## config.mk

```make
export PLATFORM = sky130hd
export DESIGN_NAME = program_flash_self_write
export DESIGN_NICKNAME = d
export VERILOG_FILES = /design/src/flash_seq_pkg.sv /design/src/word_buffer_if.sv /design/src/cycle_timer.sv /design/src/program_flash_self_write.sv /design/src/word_buffer.sv
export SDC_FILE = /design/constraint.sdc
export NUM_CORES = 1
export LEC_CHECK = 0
export BUFFER_PORTS_ARGS = -buffer_cell sky130_fd_sc_hd__buf_2
export CORE_UTILIZATION = 48
export DETAILED_ROUTE_END_ITERATION = 12
export HOLD_SLACK_MARGIN = 0.1
export PLACE_DENSITY = 0.66
export RECOVER_POWER = 50
export SYNTH_ARGS = -nofsm -noshare
export SYNTH_HDL_FRONTEND = slang
export SYNTH_SLANG_ARGS = --single-unit
```

## constraint.sdc

```tcl
create_clock -name core_clk -period 3.6 [get_ports core_clk]
set_input_delay 0.36 -clock core_clk [delete_from_list [all_inputs] [get_ports core_clk]]
set_output_delay 0.36 -clock core_clk [all_outputs]
set_load 0.1 [all_outputs]
```

## src/flash_seq_pkg.sv

```systemverilog
// Package with the constants and types of the program flash self-write sequencer.
package flash_seq_pkg;
	localparam int ADDR_W = 10;
	localparam int DATA_W = 14;
	localparam int TMR_W = 23;
	localparam int CLK_MHZ = 125;
	localparam int POWER_UP_TIME_MS = 64;
	localparam int ERASE_TIME_MS = 4;
	localparam int POWER_UP_CYCLES = POWER_UP_TIME_MS * CLK_MHZ * 1000;
	localparam int ERASE_CYCLES = ERASE_TIME_MS * CLK_MHZ * 1000;
	localparam logic [1:0] SETUP_CYCLES = 2'h2;
	localparam int GROUP_WORDS = 4;
	localparam int ERASE_WORDS = 16;
	localparam int SEG_COUNT = 4;
	localparam int SEG_MSB = ADDR_W - 1;
	localparam int SEG_LSB = ADDR_W - 2;
	localparam logic [1:0] LAST_IN_GROUP = 2'h3;
	localparam logic [7:0] KEY_FIRST = 8'h55;
	localparam logic [7:0] KEY_SECOND = 8'haa;
	localparam logic [2:0] SEL_ADDR_LOW = 3'h0;
	localparam logic [2:0] SEL_ADDR_HIGH = 3'h1;
	localparam logic [2:0] SEL_DATA_LOW = 3'h2;
	localparam logic [2:0] SEL_DATA_HIGH = 3'h3;
	localparam logic [2:0] SEL_CONTROL = 3'h4;
	localparam logic [2:0] SEL_UNLOCK_KEY = 3'h5;
	localparam int CTRL_RD = 0;
	localparam int CTRL_WR = 1;
	localparam int CTRL_PERMIT = 2;
	localparam logic [7:0] CONTROL_RESET = 8'h00;
	typedef enum logic [1:0] {KEY_NONE, KEY_GOT_FIRST, KEY_ARMED} key_state_t;
	typedef enum logic [2:0] {ST_IDLE, ST_SETUP, ST_LOAD, ST_ERASE, ST_PROG, ST_READ} seq_state_t;
endpackage : flash_seq_pkg

```

## src/word_buffer_if.sv

```systemverilog
// Interface that carries the four-word holding buffer ports.
`timescale 1ns/1ps
interface word_buffer_if;
	import flash_seq_pkg::*;
	logic              wr_en;
	logic [1:0]        wr_idx;
	logic [DATA_W-1:0] wr_data;
	logic [1:0]        rd_idx;
	logic [DATA_W-1:0] rd_data;
	modport owner (output wr_en, output wr_idx, output wr_data, output rd_idx, input rd_data);
	modport store (input wr_en, input wr_idx, input wr_data, input rd_idx, output rd_data);
endinterface : word_buffer_if

```

## src/cycle_timer.sv

```systemverilog
// Down counter that stays busy for a loaded number of clock cycles.
`timescale 1ns/1ps
module cycle_timer
	import flash_seq_pkg::*;
(
	input  wire logic             core_clk,
	input  wire logic             rst,
	input  wire logic             start,
	input  wire logic [TMR_W-1:0] load,
	output logic                  busy
);
	logic [TMR_W-1:0] count;

	always_ff @(posedge core_clk)
	begin
		if (rst)
			count <= '0;
		else if (start)
			count <= load - TMR_W'(1);
		else if (count != '0)
			count <= count - TMR_W'(1);
	end

	assign busy = start || (count != '0);
endmodule : cycle_timer

```

## src/program_flash_self_write.sv

```systemverilog
// Program flash self-write sequencer with unlock key, group buffer and protection.
// Summary of operation
// - Self-writes into protected segments never change the program memory.
// - Words are grouped in aligned fours, starting where the low two address bits are zero.
// - A commit erases sixteen words, then writes four, never across a group boundary.
// - Key 55h then AAh, then the write-start bit, latches the word into the buffer.
// - Buffering the word with low bits 11 erases and programs the whole group.
// - Two setup cycles follow the write-start; software places two no-operations.
// - Buffering the first three words of a group never stalls the processor.
// - Only the erase and following write stall the processor; clocks keep running.
// - Execution resumes at the third instruction after the write-start.
// - Reset clears the write-permit bit.
// - No program memory write happens while the 64 ms power-up timer runs.
// - Code protection keeps processor access plain but refuses test mode access.
// - Write protection blocks serial port writes into protected segments, not processor self-writes.
`timescale 1ns/1ps
module program_flash_self_write
	import flash_seq_pkg::*;
#(
	parameter logic [TMR_W-1:0] POWER_UP_TIMER_CYCLES  = TMR_W'(POWER_UP_CYCLES),
	parameter logic [TMR_W-1:0] ERASE_CYCLES_P = TMR_W'(ERASE_CYCLES)
)
(
	input  wire logic                 core_clk,
	input  wire logic                 rst,
	input  wire logic                 reg_wr_en,
	input  wire logic [2:0]           reg_sel,
	input  wire logic [7:0]           reg_wr_data,
	output logic [7:0]                reg_rd_data,
	output logic                      cpu_stall,
	input  wire logic [SEG_COUNT-1:0] segment_protect,
	input  wire logic                 code_protect,
	input  wire logic                 write_protect,
	input  wire logic                 test_mode_req,
	output logic                      test_mode_grant,
	input  wire logic                 serial_wr_req,
	input  wire logic [ADDR_W-1:0]    serial_wr_addr,
	input  wire logic [DATA_W-1:0]    serial_wr_data,
	output logic                      serial_wr_refused,
	output logic [ADDR_W-1:0]         flash_addr,
	output logic                      flash_rd,
	input  wire logic [DATA_W-1:0]    flash_rd_data,
	output logic                      flash_erase,
	output logic                      flash_wr,
	output logic [DATA_W-1:0]         flash_wr_data,
	output logic                      power_up_busy
);
	logic [7:0]        prog_addr_low;
	logic [7:0]        prog_addr_high;
	logic [7:0]        prog_data_low;
	logic [5:0]        prog_data_high;
	logic [7:0]        prog_mem_control;
	key_state_t        key_state;
	seq_state_t        state;
	logic [1:0]        setup_cnt;
	logic [2:0]        prog_step;
	logic              power_up_timer_started;
	logic              power_up_timer_busy;
	logic              erase_start;
	logic              erase_busy;
	logic              write_block;
	logic              start_ok;
	logic              read_ok;
	logic              commit_ok;
	logic              serial_ok;
	logic [ADDR_W-1:0] prog_addr;
	logic [DATA_W-1:0] prog_word;
	logic [ADDR_W-1:0] group_base;
	logic              idle_wr;

	word_buffer_if buf_bus ();

	word_buffer u_buffer (
		.core_clk (core_clk),
		.rst      (rst),
		.bus      (buf_bus)
	);

	cycle_timer u_power_up_timer (
		.core_clk (core_clk),
		.rst      (rst),
		.start    (!power_up_timer_started),
		.load     (POWER_UP_TIMER_CYCLES),
		.busy     (power_up_timer_busy)
	);

	cycle_timer u_erase (
		.core_clk (core_clk),
		.rst      (rst),
		.start    (erase_start),
		.load     (ERASE_CYCLES_P),
		.busy     (erase_busy)
	);

	assign prog_addr = {prog_addr_high[1:0], prog_addr_low};
	assign prog_word = {prog_data_high, prog_data_low};
	assign group_base = {prog_addr[ADDR_W-1:2], 2'h0};
	assign idle_wr = reg_wr_en && state == ST_IDLE;
	assign write_block = power_up_timer_busy || !power_up_timer_started;
	assign power_up_busy = write_block;

	// Write-start counts only with permit, a fresh key and no power-up hold.
	assign start_ok = idle_wr && reg_sel == SEL_CONTROL && reg_wr_data[CTRL_WR]
		&& key_state == KEY_ARMED && prog_mem_control[CTRL_PERMIT] && !write_block;
	assign read_ok = idle_wr && reg_sel == SEL_CONTROL && reg_wr_data[CTRL_RD] && !start_ok;
	assign commit_ok = !segment_protect[prog_addr[SEG_MSB:SEG_LSB]] && !write_block;
	assign serial_ok = serial_wr_req && state == ST_IDLE && !write_block && !read_ok
		&& !(write_protect && segment_protect[serial_wr_addr[SEG_MSB:SEG_LSB]]);
	assign test_mode_grant = test_mode_req && !code_protect;
	assign erase_start = state == ST_SETUP && setup_cnt == SETUP_CYCLES - 2'h1
		&& prog_addr[1:0] == LAST_IN_GROUP && commit_ok;
	assign cpu_stall = state == ST_ERASE || state == ST_PROG;

	always_ff @(posedge core_clk)
	begin
		if (rst)
			power_up_timer_started <= 1'b0;
		else
			power_up_timer_started <= 1'b1;
	end

	always_ff @(posedge core_clk)
	begin
		if (rst)
			key_state <= KEY_NONE;
		else if (idle_wr && reg_sel == SEL_UNLOCK_KEY && reg_wr_data == KEY_FIRST)
			key_state <= KEY_GOT_FIRST;
		else if (idle_wr && reg_sel == SEL_UNLOCK_KEY && reg_wr_data == KEY_SECOND
			&& key_state == KEY_GOT_FIRST)
			key_state <= KEY_ARMED;
		else if (idle_wr)
			key_state <= KEY_NONE;
	end

	always_ff @(posedge core_clk)
	begin
		if (rst)
		begin
			prog_addr_low <= '0;
			prog_addr_high <= '0;
		end
		else if (idle_wr && reg_sel == SEL_ADDR_LOW)
			prog_addr_low <= reg_wr_data;
		else if (idle_wr && reg_sel == SEL_ADDR_HIGH)
			prog_addr_high <= reg_wr_data;
	end

	always_ff @(posedge core_clk)
	begin
		if (rst)
		begin
			prog_data_low <= '0;
			prog_data_high <= '0;
		end
		else if (state == ST_READ)
			{prog_data_high, prog_data_low} <= flash_rd_data;
		else if (idle_wr && reg_sel == SEL_DATA_LOW)
			prog_data_low <= reg_wr_data;
		else if (idle_wr && reg_sel == SEL_DATA_HIGH)
			prog_data_high <= reg_wr_data[5:0];
	end

	always_ff @(posedge core_clk)
	begin
		if (rst)
			prog_mem_control <= CONTROL_RESET;
		else if (idle_wr && reg_sel == SEL_CONTROL)
		begin
			prog_mem_control[CTRL_PERMIT] <= reg_wr_data[CTRL_PERMIT];
			prog_mem_control[CTRL_WR] <= start_ok;
			prog_mem_control[CTRL_RD] <= read_ok;
		end
		else if (state == ST_READ)
			prog_mem_control[CTRL_RD] <= 1'b0;
		else if (state == ST_LOAD || (state == ST_PROG && prog_step == 3'(GROUP_WORDS)))
			prog_mem_control[CTRL_WR] <= 1'b0;
		else if (state == ST_SETUP && setup_cnt == SETUP_CYCLES - 2'h1
			&& prog_addr[1:0] == LAST_IN_GROUP && !commit_ok)
			prog_mem_control[CTRL_WR] <= 1'b0;
	end

	always_ff @(posedge core_clk)
	begin
		if (rst)
			state <= ST_IDLE;
		else
		begin
			case (state)
				ST_IDLE:
				begin
					if (start_ok)
						state <= ST_SETUP;
					else if (read_ok)
						state <= ST_READ;
				end
				ST_SETUP:
				begin
					if (setup_cnt == SETUP_CYCLES - 2'h1)
					begin
						if (prog_addr[1:0] != LAST_IN_GROUP)
							state <= ST_LOAD;
						else if (commit_ok)
							state <= ST_ERASE;
						else
							state <= ST_IDLE;
					end
				end
				ST_LOAD: state <= ST_IDLE;
				ST_ERASE:
				begin
					if (!erase_busy)
						state <= ST_PROG;
				end
				ST_PROG:
				begin
					if (prog_step == 3'(GROUP_WORDS))
						state <= ST_IDLE;
				end
				ST_READ: state <= ST_IDLE;
				default: state <= ST_IDLE;
			endcase
		end
	end

	always_ff @(posedge core_clk)
	begin
		if (rst || state != ST_SETUP)
			setup_cnt <= '0;
		else
			setup_cnt <= setup_cnt + 2'h1;
	end

	always_ff @(posedge core_clk)
	begin
		if (rst || state != ST_PROG)
			prog_step <= '0;
		else
			prog_step <= prog_step + 3'h1;
	end

	// The word at the last group slot goes to the buffer in the same cycle as the commit.
	assign buf_bus.wr_en = (state == ST_LOAD) || erase_start;
	assign buf_bus.wr_idx = prog_addr[1:0];
	assign buf_bus.wr_data = prog_word;
	assign buf_bus.rd_idx = prog_step[1:0];

	always_ff @(posedge core_clk)
	begin
		if (rst)
		begin
			flash_erase <= 1'b0;
			flash_wr <= 1'b0;
			flash_rd <= 1'b0;
			flash_addr <= '0;
			flash_wr_data <= '0;
			serial_wr_refused <= 1'b0;
		end
		else
		begin
			flash_erase <= erase_start;
			flash_rd <= read_ok;
			flash_wr <= 1'b0;
			serial_wr_refused <= serial_wr_req && !serial_ok;
			if (erase_start)
				flash_addr <= {prog_addr[ADDR_W-1:4], 4'h0};
			else if (read_ok)
				flash_addr <= prog_addr;
			else if (state == ST_PROG && prog_step != '0)
			begin
				flash_wr <= 1'b1;
				flash_addr <= group_base | ADDR_W'(prog_step - 3'h1);
				flash_wr_data <= buf_bus.rd_data;
			end
			else if (serial_ok)
			begin
				flash_wr <= 1'b1;
				flash_addr <= serial_wr_addr;
				flash_wr_data <= serial_wr_data;
			end
		end
	end

	always_ff @(posedge core_clk)
	begin
		if (rst)
			reg_rd_data <= '0;
		else
		begin
			case (reg_sel)
				SEL_ADDR_LOW: reg_rd_data <= prog_addr_low;
				SEL_ADDR_HIGH: reg_rd_data <= prog_addr_high;
				SEL_DATA_LOW: reg_rd_data <= prog_data_low;
				SEL_DATA_HIGH: reg_rd_data <= {2'h0, prog_data_high};
				SEL_CONTROL: reg_rd_data <= prog_mem_control;
				default: reg_rd_data <= '0;
			endcase
		end
	end
endmodule : program_flash_self_write

```

## src/word_buffer.sv

```systemverilog
// Four-word holding buffer with registered read data.
`timescale 1ns/1ps
module word_buffer
	import flash_seq_pkg::*;
(
	input  wire logic   core_clk,
	input  wire logic   rst,
	word_buffer_if.store bus
);
	logic [DATA_W-1:0] words [GROUP_WORDS];

	genvar i;
	generate
		for (i = 0; i < GROUP_WORDS; i++)
		begin : g_word
			always_ff @(posedge core_clk)
			begin
				if (rst)
					words[i] <= '0;
				else if (bus.wr_en && bus.wr_idx == 2'(i))
					words[i] <= bus.wr_data;
			end
		end
	endgenerate

	always_ff @(posedge core_clk)
	begin
		if (rst)
			bus.rd_data <= '0;
		else
			bus.rd_data <= words[bus.rd_idx];
	end
endmodule : word_buffer

```

Word level (Yosys, flattened, before mapping). Memories as Yosys holds them, arrays and structs flattened. A register that Yosys moved wholly into a read port is not among the register bits. Cells that the tools add are included. W data, S select, Z words.

Flip-flop bits (word level): 126. Logic and storage cells: 204. Memories kept: 1. Memory bits (writable): 56. Output and inout bits: 39.

Memories: u_buffer.words (words 4, bits a word 14, read ports 1, clocked after Yosys merged registers in 1, write ports 4, line word_buffer.sv:10) `logic [DATA_W-1:0] words [GROUP_WORDS];`.

Muxes and demuxes: 57. Add/subtract/negate cells: 5. Reductions and logical operators: 76. Equality and inequality tests: 29. Order comparisons: 2. Bitwise operators: 9.

Operators by type and width (number): $mux W14 (6); $mux W23 (2); $reduce_bool A23 Y1 (2); $sub A23 B1 Y23 const B (2); $mux W10 (4); $pmux W8 S5 (1); $mux W19 (2); $logic_and A1 B1 Y1 (34); $mux W1 (24); $mux W6 (3); $mux W8 (2); $eq A3 B3 Y1 const B (5); $mux W3 (5); $eq A3 B2 Y1 const B (4); $pmux W3 S4 (1); $reduce_bool A2 Y1 (6); $reduce_bool A3 Y1 (4); $mux W2 (5); $ne A2 B2 Y1 const B (5); $or A10 B10 Y10 (1); $logic_not A1 Y1 (9); $eq A8 B7 Y1 const B (1); $eq A8 B8 Y1 const B (1); $logic_or A1 B1 Y1 (8); 21 further kinds (41).

Longest topological paths before layout. Gate-level depths: netlist (run 1).

Depth after elaboration: 16. Depth in mapped cells: 12. Mapped depth without buffers: 8.

Modules after synthesis. From an unflattened synthesis (run 1), not the netlist that was laid out.

Cell total of the unflattened synthesis: 982. Area total of the unflattened synthesis: 10181.0 sq um.

Modules (own cells, without submodules): program_flash_self_write (times used 1, area an instance 3922.5 sq um, cells each 453, seq. area each 1601.5 sq um); cycle_timer (times used 2, area an instance 1652.8 sq um, cells each 169, seq. area each 460.4 sq um); word_buffer (times used 1, area an instance 2952.8 sq um, cells each 191, seq. area each 1961.9 sq um).

Worst setup path after synthesis (run 1). No wires, ideal clock.

Path type: flip-flop to flip-flop. Start: register u_power_up_timer.count[0]. End: register flash_addr[4]. Cell stages (with the launch flop): 9. Period minus slack after synthesis: 2881 ps. Path buffers: 0. Arrival: 2811 ps. Path slack: 719 ps. Data required time: 3530 ps. Cell sequence: dfxtp_1 > inv_1 > ha_1 > or4b_2 > nor4_2 > nand2_1 > nor2_1 > o32ai_1 > a21oi_1.

Cells in the longest elaborated chain, start to end: 11. Elaborated cells between the ends (all ways): 16.

Ends and longest elaborated chain: from (decl) (line cycle_timer.sv:12) `logic [TMR_W-1:0] count;`; from (signal assigned) (line cycle_timer.sv:19) `count <= load - TMR_W'(1);`; from (signal assigned) (line cycle_timer.sv:21) `count <= count - TMR_W'(1);`; $reduce_bool A23 Y1 (*) (line cycle_timer.sv:24) `assign busy = start || (count != '0);`; $logic_or A1 B1 Y1 (*) (line cycle_timer.sv:24); $logic_or A1 B1 Y1 (*) (line program_flash_self_write.sv:99) `assign write_block = power_up_timer_busy || !power_up_timer_started;`; via power_up_busy (line program_flash_self_write.sv:46) `output logic power_up_busy`; $logic_not A1 Y1 (*) (line program_flash_self_write.sv:104, program_flash_self_write.sv:106, program_flash_self_write.sv:107); $logic_and A1 B1 Y1 (line program_flash_self_write.sv:104) `&& key_state == KEY_ARMED && prog_mem_control[CTRL_PERMIT] && !write_block;`; $logic_not A1 Y1 (line program_flash_self_write.sv:105) `assign read_ok = idle_wr && reg_sel == SEL_CONTROL && reg_wr_data[CTRL_RD] && !start_ok;`; $logic_and A1 B1 Y1 (line program_flash_self_write.sv:105); $logic_not A1 Y1 (line program_flash_self_write.sv:107) `assign serial_ok = serial_wr_req && state == ST_IDLE && !write_block && !read_ok`; $logic_and A1 B1 Y1 (line program_flash_self_write.sv:107); $logic_and A1 B1 Y1 (line program_flash_self_write.sv:108) `&& !(write_protect && segment_protect[serial_wr_addr[SEG_MSB:SEG_LSB]]);`; $reduce_bool A4 Y1 (no source line); to (signal assigned) (line program_flash_self_write.sv:265) `flash_addr <= {prog_addr[ADDR_W-1:4], 4'h0};`; to (signal assigned) (line program_flash_self_write.sv:267) `flash_addr <= prog_addr;`; to (signal assigned) (line program_flash_self_write.sv:271) `flash_addr <= group_base | ADDR_W'(prog_step - 3'h1);`; to (decl) (line program_flash_self_write.sv:40) `output logic [ADDR_W-1:0] flash_addr,`.

Mark *: on every way through the listed nets, which the timed path passes. The rest lies on a longest branch. A chain may end at the register's enable or synchronous reset.

Final worst setup path (run 1).
Start: register u_power_up_timer.count[2]. End: register flash_addr[8].

Cells in the longest elaborated chain, start to end: 11. Elaborated cells between the ends (all ways): 16.

Ends and longest elaborated chain (line): $reduce_bool A23 Y1 (*) (cycle_timer.sv:24); $logic_or A1 B1 Y1 (*) (cycle_timer.sv:24); $logic_or A1 B1 Y1 (*) (program_flash_self_write.sv:99); $logic_not A1 Y1 (*) (program_flash_self_write.sv:104, program_flash_self_write.sv:106, program_flash_self_write.sv:107); $logic_and A1 B1 Y1 (program_flash_self_write.sv:104); $logic_not A1 Y1 (program_flash_self_write.sv:105); $logic_and A1 B1 Y1 (program_flash_self_write.sv:105); $logic_not A1 Y1 (program_flash_self_write.sv:107); $logic_and A1 B1 Y1 (program_flash_self_write.sv:107); $logic_and A1 B1 Y1 (program_flash_self_write.sv:108); $reduce_bool A4 Y1 (no source line).

Mark *: on every way between the ends. The rest lies on a longest branch, timed or not.

==> flow_summary.toml, run 1 <==
[pwr]
combPwrFrac = 0.254
clock_power_share = 0.302
switching_share = 0.337
p_per_area_mw_per_mm2 = 604
irDropWorstVdd_v = 0.000342
p_switching_w = 0.00207
p_int_w = 0.00407
p_leak_nw = 3.91
pwr-share-seq = 0.444

[status]
outcome = "complete, but fails checks"
violations = "design-rule violations, max-capacitance violations, max-slew violations"

[layout]
finalNetCount = 1065
diodes = 0
syn_to_final_growth_pct = 13.4
drive_gt1_frac = 0.150
fin_util = 0.560
fin_area_sq_mm = 0.0102
instances_no_fill = 1239

[yosys]
syn_area_per_cell_sq_um = 9.76
synth-seq-area-share = 0.501
synth_area_leaders = "dfxtp_1 31%, edfxtp_1 19%, and2_1 5.4%, nand2_1 4.1%, mux4_2 4.0%"
synth_fp_nets = 985
synthFlopType = "dfxtp_1"
synthCells = 917
synthArstFlopShare = 0
yosysWarnings = 0
syn_area_sq_mm = 0.00895
synth_cell_types = 60
synth_top_area_frac = 0.313
ys_ff_latch = 196
synth_edf_count = 56
yosysTopAreaCell = "dfxtp_1"

[sta]
fin_setup_tns_ns = 0
tightest_slew_ns = 1.78
finalCritPeriodShare = 0.799
maxSlewHeadroom = -0.202
fin_skew_ns = 0.0124
clock.fmax_mhz = 348
hold_violations = 0
rsz0062_at_grt = "no"
maxSlewViolCount = 52
finalSetupViolCount = 0
finalCriticalPeriod_ns = 2.87

[run]
drv_cap = 2

[setup_path]
cp-start-kind = "register"
cp.required_ns = 3.87
critPathMaxFanout = 7
endpoint_kind = "register"
crit_arrival_ns = 3.14
worstSetupPathType = "register to register"

[placed_design]
gp_congestion = 0.828
place_hpwl_microns = 14600
dp.cells = 1207
dpl_cell_area_sq_mm = 0.00965
io_buffer_count = 98

[clocking]
cts.sinks = 196
cts_buffers = 17
cts_tree = "built"
clock_path_buffers = 2
postCtsHoldBufs = 0
clk_pin_slew_worst_paths_ns = 0.07
post_cts_buffers = 0
cts-root-buf = "clkbuf_16"
clk_latency_ns = 0.44
cts_max_level = 4
post_cts_resized = 0

[routing]
avgRoutedWirePerCell_microns = 16.9
wl_met1_microns = 10100
vias = 6836
wl_met3_microns = 946
postRouteWirelength_microns = 20900
route.detailed.drc = 10
drt-vias-per-instance = 5.52
drtAntennaViolNets = 0
drt-pass1-iter-count = 9
met2_wirelength_microns = 9620
top_layer_used = "met4"
initialDrtViolationCount = 453

[grt]
antenna_found_initial = 0
grt_start_max_net_pins = 59
grt-ovfl-total = 0
grt_pass1_vias = 6420
grt_pass1_wl_microns = 34100
grt_use_total = 0.225

[die]
die_h_microns = 139
io_pins = 99
start_util = 0.493
die_x_microns = 139
core_sq_mm = 0.0181
rows = 49
design.die.area_sq_mm = 0.0192

[hold_path]
min_path_type = "input pin to register"
## cell usage after synthesis (all sizes together), types with 7 or more instances
cell type / instances
dfxtp: 140
nand2: 98
nor2: 88
and2: 77
a21oi: 65
edfxtp: 56
clkbuf: 39
nand3: 34
mux2i: 30
xor2: 24
inv: 21
nor3: 21
nor4: 20
mux4: 16
buf: 15
o21ai: 15
xnor2: 15
a211oi: 9
a22oi: 9
a311oi: 9
nand4: 9
ha: 8
nor2b: 8
or2: 8
mux2: 7
or3: 7
## per-stage QoR
step / total power [W] / hold WS, ns / setup WS, ns
floorplan: 0.00395 / 0.407 / 0.719
global placement: 0.00431 / 0.423 / 0.755
detailed placement: 0.00432 / 0.424 / 0.743
CTS: 0.00617 / 0.190 / 0.720
global route: 0.00647 / 0.219 / 0.480
finish: 0.00613 / 0.202 / 0.725
## cells in the final DEF, fill, tap and decap left out, drive strengths merged, types with 8 or more instances in the layout
master | netlist | routed
a22oi | 9 | 9
and2 | 77 | 77
nor4 | 20 | 20
mux4 | 16 | 16
a211oi | 9 | 9
clkbuf | 39 | 59
nand3 | 34 | 34
xnor2 | 15 | 15
or2 | 8 | 8
nor2 | 88 | 88
o21ai | 15 | 15
buf | 15 | 73
nand4 | 9 | 9
nor2b | 8 | 8
nor3 | 21 | 21
edfxtp | 56 | 56
mux2i | 30 | 30
ha | 8 | 8
xor2 | 24 | 24
a21oi | 65 | 65
inv | 21 | 27
nand2 | 98 | 98
dfxtp | 140 | 140
a311oi | 9 | 9
## worst max-delay path, cell delays in order (launching register included)
cell and delay, ns:
dfxtp_1 0.36, nor4_1 0.66, nand4_1 0.28, o31ai_2 0.59
nand2_1 0.31, o32ai_1 0.39, a21oi_1 0.11
## registers in the layout, indices dropped and copies added, names as in the netlist, 3 cells and up
name,count
u_buffer.words,56
u_erase.count,23
u_power_up_timer.count,23
flash_wr_data,14
u_buffer.bus.rd_data,14
flash_addr,10
prog_addr_high,8
prog_addr_low,8
prog_data_low,8
reg_rd_data,8
prog_data_high,6
prog_mem_control,3
prog_step,3
state,3
## power by group through the flow
stage	logic, W	registers (W)	clock network, W
2_1_floorplan	0.00117	0.00278	0
3_3_place_gp	0.00154	0.00277	0
3_5_place_dp	0.00156	0.00277	0
4_1_cts	0.00157	0.00272	0.00188
5_1_grt	0.00174	0.00276	0.00197
6_report	0.00156	0.00272	0.00186
## cell families (layout without fill, tap and decap cells)
| kind of cell | Yosys count | in the layout | synth area share |
|---|---|---|---|
| buf+inv | 75 | 168 | 0.0342 |
| fa+ha+maj | 8 | 8 | 0.0112 |
| xor+xnor | 39 | 39 | 0.0382 |
| flops | 196 | 196 | 0.501 |
| simple gates | 407 | 407 | 0.235 |
| mux | 53 | 53 | 0.0826 |
| compound gates | 139 | 139 | 0.0981 |
## layout make-up
class                           instances  area [sq um]
Sequential cell                       196          4480
Multi-Input combinational cell        646          4170
Tap cell                              229           287
Fill cell                            1660          7990
Timing Repair Buffer                  115           558
Clock buffer                           17           425
Clock inverter                         15           148
Inverter                               21          78.8
## worst paths after layout
check / from / slack (ns) / end / cells after the start
min reg2reg: setup_cnt[0]$_SDFF_PP0_ / 0.43 / setup_cnt[0]$_SDFF_PP0_ / 1
max reg2reg: u_power_up_timer.count[2]$_SDFFE_PP0P_ / 0.73 / flash_addr[8]$_SDFFE_PP0P_ / 6
max: u_power_up_timer.count[2]$_SDFFE_PP0P_ / 0.73 / flash_addr[8]$_SDFFE_PP0P_ / 6
min: flash_rd_data[13] / 0.20 / prog_data_high[5]$_SDFFE_PP0P_ / 3
## layer usage
metal / vias up / track usage
met4: 0 / 0.0668
met3: 21 / 0.0366
li1: 3406 / -
met5: - / 0
met2: 173 / 0.359
met1: 3236 / 0.315
Power figures use the tool's default switching activity.
==> inputs of run 2 (changes only) <==
ABC_AREA = 1   (was default)
clock period = 2.8 ns   (was 3.6 ns; I/O delays follow)
==> run 2 against run 1 <==
The run now ends clean. Sequential power up 29%. Setup slack got worse by 0.39 ns. Clock skew grew 0.0020 ns. Sequential cell count did not move. Routed wire length rose by 19%. Area after synthesis grew 5.4%. Clock power is 29% higher. Critical path type unchanged. Critical endpoint is now u_buffer.words[0][8]$_SDFFCE_PN0P_. Largest cell class unchanged.
==> flow_summary.toml, run 2 <==
[routing]
route.detailed.drc = 0
drtAntennaViolNets = 0
postRouteWirelength_microns = 25000
avgRoutedWirePerCell_microns = 15.5
drt-pass1-iter-count = 5
vias = 8417
initialDrtViolationCount = 620
drt-vias-per-instance = 5.24

[sta]
tightest_slew_ns = 1.24
clock.fmax_mhz = 406
finalCritPeriodShare = 0.880
maxSlewHeadroom = 0.180
finalSetupViolCount = 0
rsz0062_at_grt = "no"
maxSlewViolCount = 0
fin_setup_tns_ns = 0
fin_skew_ns = 0.0144
hold_violations = 0
finalCriticalPeriod_ns = 2.46

[yosys]
synth_most_common_cell = "nand2_1"
synth_fp_nets = 1299
synthXorXnorAreaFrac = 0.0176
syn_area_sq_mm = 0.00944
synthFlopType = "dfxtp_1"
synth_adder_area_share = 0.0106
synth_top_area_frac = 0.297
ys_ff_latch = 196
synthArstFlopShare = 0
synth_cell_types = 46
muxShareOfSynthArea = 0
synthTopCellsByCount = "241 x nand2_1, 232 x nor2_1, 140 x dfxtp_1"
synthCells = 1231
synth-seq-area-share = 0.475
synth_top_family_by_area = "simple AND/OR/NAND/NOR gates"
synth-simple-area-share = 0.301
syn_area_per_cell_sq_um = 7.67
synth_compound_area_frac = 0.127
synth_area_leaders = "dfxtp_1 30%, edfxtp_1 18%, nand2_1 9.6%, nor2_1 9.2%, o21ai_0 5.0%"
yosysTopAreaCell = "dfxtp_1"
yosysWarnings = 0
synth_edf_count = 56

[die]
io_pins = 99
rows = 50
die_h_microns = 142
design.die.area_sq_mm = 0.0202
core_sq_mm = 0.0190
die_x_microns = 142
start_util = 0.498

[grt]
grt_pass1_vias = 7914
grt-ovfl-total = 0
grt_start_max_net_pins = 76
grt_use_total = 0.259
grt_pass1_wl_microns = 40200
antenna_found_initial = 0

[clocking]
clock_path_buffers = 2
post_cts_buffers = 0
cts_tree = "built"
cts_max_level = 4
cts-root-buf = "clkbuf_16"
cts_buffers = 17
cts.sinks = 196
clk_pin_slew_worst_paths_ns = 0.08
clk_latency_ns = 0.45
post_cts_resized = 0

[placed_design]
gp_congestion = 0.918
dpl_cell_area_sq_mm = 0.0102
place_hpwl_microns = 18000
io_buffer_count = 98

[pwr]
switching_share = 0.382
p_leak_nw = 4.39
combPwrFrac = 0.310
irDropWorstVdd_v = 0.000439
clock_power_share = 0.280
p_int_w = 0.00530
pwr-share-seq = 0.410
p_per_area_mw_per_mm2 = 800
p_switching_w = 0.00328

[setup_path]
critPathTopFamily = "simple AND/OR/NAND/NOR gates"
slowest_stage = "nand2_1"
cp-start-kind = "register"
critPathMaxFanout = 14
worstPathCellList = "inv_1 > ha_1 > nand2_1 > nor2_1 > nand2_2 > nor2_4 > nand4_1 > nand2_8 > nand3_1 > nand2_1"
cp.required_ns = 2.88
worstSetupPathType = "register to register"
cp.buffers_inverters = 1
crit_arrival_ns = 2.54
max_stage_delay_ns = 0.47
endpoint_kind = "register"
cpMostUsedCell = "nand2_1"

[layout]
multi_input_area_sq_mm = 0.00426
largest_register_ff_count = 56
syn_to_final_growth_pct = 13.6
finalNetCount = 1400
final_common_cell = "nand2_1"
n_fill_cell = 1818
regMostFlops = "u_buffer.words"
fin_area_sq_mm = 0.0107
layout_common_cells = "241 x nand2_1, 234 x nor2_1, 140 x dfxtp_1"
diodes = 0
register_area_sq_mm = 0.00448
top_regs = "u_buffer.words (56), u_erase.count (23), u_power_up_timer.count (23)"
drive_gt1_frac = 0.118

[run]
drv_cap = 0

[status]
outcome = "finished, final reports clean"

[hold_path]
min_path_type = "input pin to register"
==> run 2: cell count changes after synthesis, moves of 38 or more <==
cell | previous run | this run
and2_1 | 77 | 1
inv_1 | 21 | 103
nand2_1 | 98 | 241
nand3_1 | 34 | 72
nor2_1 | 85 | 232
o21ai_0 | 14 | 95
==> run 2: worst reg2reg max path, stage by stage, from the launching register on <==
cell and delay, ns:
dfxtp_1 0.32, inv_1 0.15, ha_1 0.20, nand2_1 0.06, nor2_1 0.13, nand2_2 0.08, nor2_4 0.14, nand4_1 0.25
nand2_8 0.20, nand3_1 0.09, nand2_1 0.47
==> run 2: layer usage <==
layer	part of all wire	up-vias	GRT usage	wire length (microns)
met1	0.45	3895	0.342	11200
li1	-	4252	-	-
met3	0.056	35	0.0451	1400
met2	0.47	235	0.426	11800
met4	0.020	0	0.0889	494
met5	0	-	0	0
==> run 2: power by group through the flow <==
| stage | sequential (W) | combinational [W] | clock (W) |
|---|---|---|---|
| floorplan | 0.00364 | 0.00195 | 0 |
| global placement | 0.00357 | 0.00264 | 0 |
| detailed placement | 0.00357 | 0.00266 | 0 |
| CTS | 0.00351 | 0.00268 | 0.00243 |
| global route | 0.00355 | 0.00303 | 0.00254 |
| finish | 0.00352 | 0.00266 | 0.00240 |
==> run 2: kinds of logic (layout without fill, tap and decap cells) <==
family          count (synthesis)  in the layout
compound gates                222            222
fa+ha+maj                       8              8
flops                         196            196
xor+xnor                       19             19
simple gates                  631            631
buf+inv                       155            269
==> run 2: timing repair <==
action	in CTS	in global routing
endpoints found under the setup margin	0	0
endpoints found under the hold margin	7	0
hold buffers	7	0
==> run 2: cell type report <==
type                    instances  share of cell area
clock buffers                  17              0.0397
repair buffers                126              0.0612
multi-input cells             880               0.397
flip-flops and latches        196               0.418
clock inverters                15              0.0146
inverters                     111              0.0389
well taps                     260              0.0303
==> run 2: final timing paths <==
| path | start | depth (start not counted) | end | slack (ns) |
|---|---|---|---|---|
| hold / removal | flash_rd_data[3] | 3 | prog_data_low[3]$_SDFFE_PP0P_ | 0.11 |
| setup / recovery | u_power_up_timer.count[0]$_SDFFE_PP0P_ | 10 | u_buffer.words[0][8]$_SDFFCE_PN0P_ | 0.34 |
| hold reg to reg | setup_cnt[0]$_SDFF_PP0_ | 1 | setup_cnt[0]$_SDFF_PP0_ | 0.44 |
| setup reg to reg | u_power_up_timer.count[0]$_SDFFE_PP0P_ | 10 | u_buffer.words[0][8]$_SDFFCE_PN0P_ | 0.34 |
==> run 2: per-stage QoR <==
stage                      util  total power [W]  hold WS, ns  setup slack (ns)  std cells
after floorplan               -          0.00560        0.364             0.504       1231
after global placement    0.537          0.00621        0.423             0.551       1566
after detailed placement  0.537          0.00624        0.438             0.510       1566
after CTS                 0.571          0.00862        0.100             0.487       1605
after global routing      0.566          0.00913        0.116             0.133       1605
final                     0.566          0.00858        0.106             0.337       1605
==> inputs of run 3 (changes only) <==
CORE_UTILIZATION = 31   (was 48)
PLACE_DENSITY = default   (was 0.66)
==> run 3 against run 2 <==
Count of clock-buffer cells in the layout is 1 higher. Register-to-register slack about the same. First-iteration DRC count down 0.81%. Non-clock buffer count unchanged. Die area increased by 54%. Setup slack better by 0.013 ns.
==> flow_summary.toml, run 3 (synthesized netlist as in run 2, its figures left out) <==
[die]
die_x_microns = 176
start_util = 0.317
rows = 63
design.die.area_sq_mm = 0.0311
io_pins = 99
core_sq_mm = 0.0298
die_h_microns = 176

[setup_path]
max_stage_delay_ns = 0.47
worstSetupPathType = "register to register"
cp.required_ns = 2.87
critPathMaxFanout = 14
cp-start-kind = "register"
crit_arrival_ns = 2.52
cpMostUsedCell = "nand2_1"
slowest_stage = "nand2_1"
worstPathCellList = "inv_1 > ha_1 > nand2_1 > nor2_1 > nand2_2 > nor2_4 > nand4_1 > nand2_8 > nand3_1 > nand2_1"
endpoint_kind = "register"
r2r_slack_ns = 0.35

[layout]
regMostFlops = "u_buffer.words"
finalNetCount = 1400
n_fill_cell = 3140
largest_register_ff_count = 56
drive_gt1_frac = 0.121
final_common_cell = "nand2_1"
instances_no_fill = 1736
syn_to_final_growth_pct = 15.9
top_regs = "u_buffer.words (56), u_erase.count (23), u_power_up_timer.count (23)"
layout_common_cells = "241 x nand2_1, 233 x nor2_1, 140 x dfxtp_1"

[routing]
drtAntennaViolNets = 0
postRouteWirelength_microns = 26300
vias = 8413
initialDrtViolationCount = 615
drt-pass1-iter-count = 5
route.detailed.drc = 0
avgRoutedWirePerCell_microns = 15.1
drt-vias-per-instance = 4.85

[grt]
use_met3 = 0.0282
use_met1 = 0.242
grt_use_total = 0.174
busiest_layer = "met2"
grt_pass1_wl_microns = 42200
gr-usage-met2 = 0.265
grt_pass1_vias = 7859
grt_start_max_net_pins = 62
antenna_found_initial = 1
grt-ovfl-total = 0

[pwr]
p_leak_nw = 4.43
p_per_area_mw_per_mm2 = 798
irDropWorstVdd_v = 0.000425

[clocking]
cts.sinks = 196
clk_latency_ns = 0.44
clock_path_buffers = 2
cts_max_level = 4
cts_buffers = 17
cts_tree = "built"
cts-root-buf = "clkbuf_16"
post_cts_resized = 0
post_cts_buffers = 0
clk_pin_slew_worst_paths_ns = 0.07

[sta]
fin_setup_tns_ns = 0
fin_skew_ns = 0.0177
holdWs_ns = 0.123
maxSlewHeadroom = 0.0871
finalSetupViolCount = 0
tightest_slew_ns = 1.37
finalCriticalPeriod_ns = 2.45
maxSlewViolCount = 0
rsz0062_at_grt = "no"
hold_violations = 0
finalCritPeriodShare = 0.875
clock.fmax_mhz = 408

[placed_design]
gp_congestion = 0.855
io_buffer_count = 98
dp.cells = 1693
place_hpwl_microns = 19400

[hold_path]
min_path_type = "input pin to register"

[run]
drv_cap = 0

[status]
outcome = "finished, final reports clean"
[run 3: cell type report]
type,count,area [sq um],area share
multi-input cells,880,4270,0.391
diodes,1,2.50,0.000229
flip-flops and latches,196,4480,0.410
inverters,111,417,0.0381
clock buffers,18,429,0.0392
repair buffers,126,673,0.0615
clock inverters,14,171,0.0157
well taps,390,488,0.0446
[run 3: critical path, delay by kind of cell (launching register included)]
kind / cells / cell delay [ns]
AND/OR/NAND/NOR: 8 / 1.41
flip-flops: 1 / 0.33
adder cells (fa/ha/maj): 1 / 0.20
buffers and inverters: 1 / 0.15
[run 3: final timing paths]
path / start / cells past startpoint / to
worst max-delay path: u_power_up_timer.count[0]$_SDFFE_PP0P_ / 10 / u_buffer.words[0][11]$_SDFFCE_PN0P_
worst min-delay path: flash_rd_data[12] / 3 / prog_data_high[4]$_SDFFE_PP0P_
worst max register to register: u_power_up_timer.count[0]$_SDFFE_PP0P_ / 10 / u_buffer.words[0][11]$_SDFFCE_PN0P_
worst min register to register: setup_cnt[0]$_SDFF_PP0_ / 1 / setup_cnt[0]$_SDFF_PP0_
[run 3: routing by layer]
layer | wire, microns | vias up
li1 | - | 4254
met1 | 12400 | 3848
met2 | 11700 | 268
met3 | 1460 | 43
met4 | 750 | 0
met5 | 0 | -
[run 3: power breakdown]
group | total [W] | switching, W | internal [W]
Clock | 0.00251 | 0.00122 | 0.00129
Sequential | 0.00353 | 0.000264 | 0.00326
Combinational | 0.00270 | 0.00183 | 0.000862
Total | 0.00873 | 0.00332 | 0.00541
[run 3: per-stage QoR]
step	setup WS, ns	utilization	power, W	area, sq um
5_1_grt	0.139	0.367	0.00931	10900
6_report	0.350	0.367	0.00873	10900
3_5_place_dp	0.499	0.346	0.00626	10300
2_1_floorplan	0.504	-	0.00560	9440
4_1_cts	0.480	0.370	0.00878	11000
3_3_place_gp	0.561	0.346	0.00624	10300
[run 3: timing repair]
action / CTS / global route
endpoints found under the hold margin: 10 / 0
setup endpoints to repair: 0 / 0
hold buffers: 10 / 0
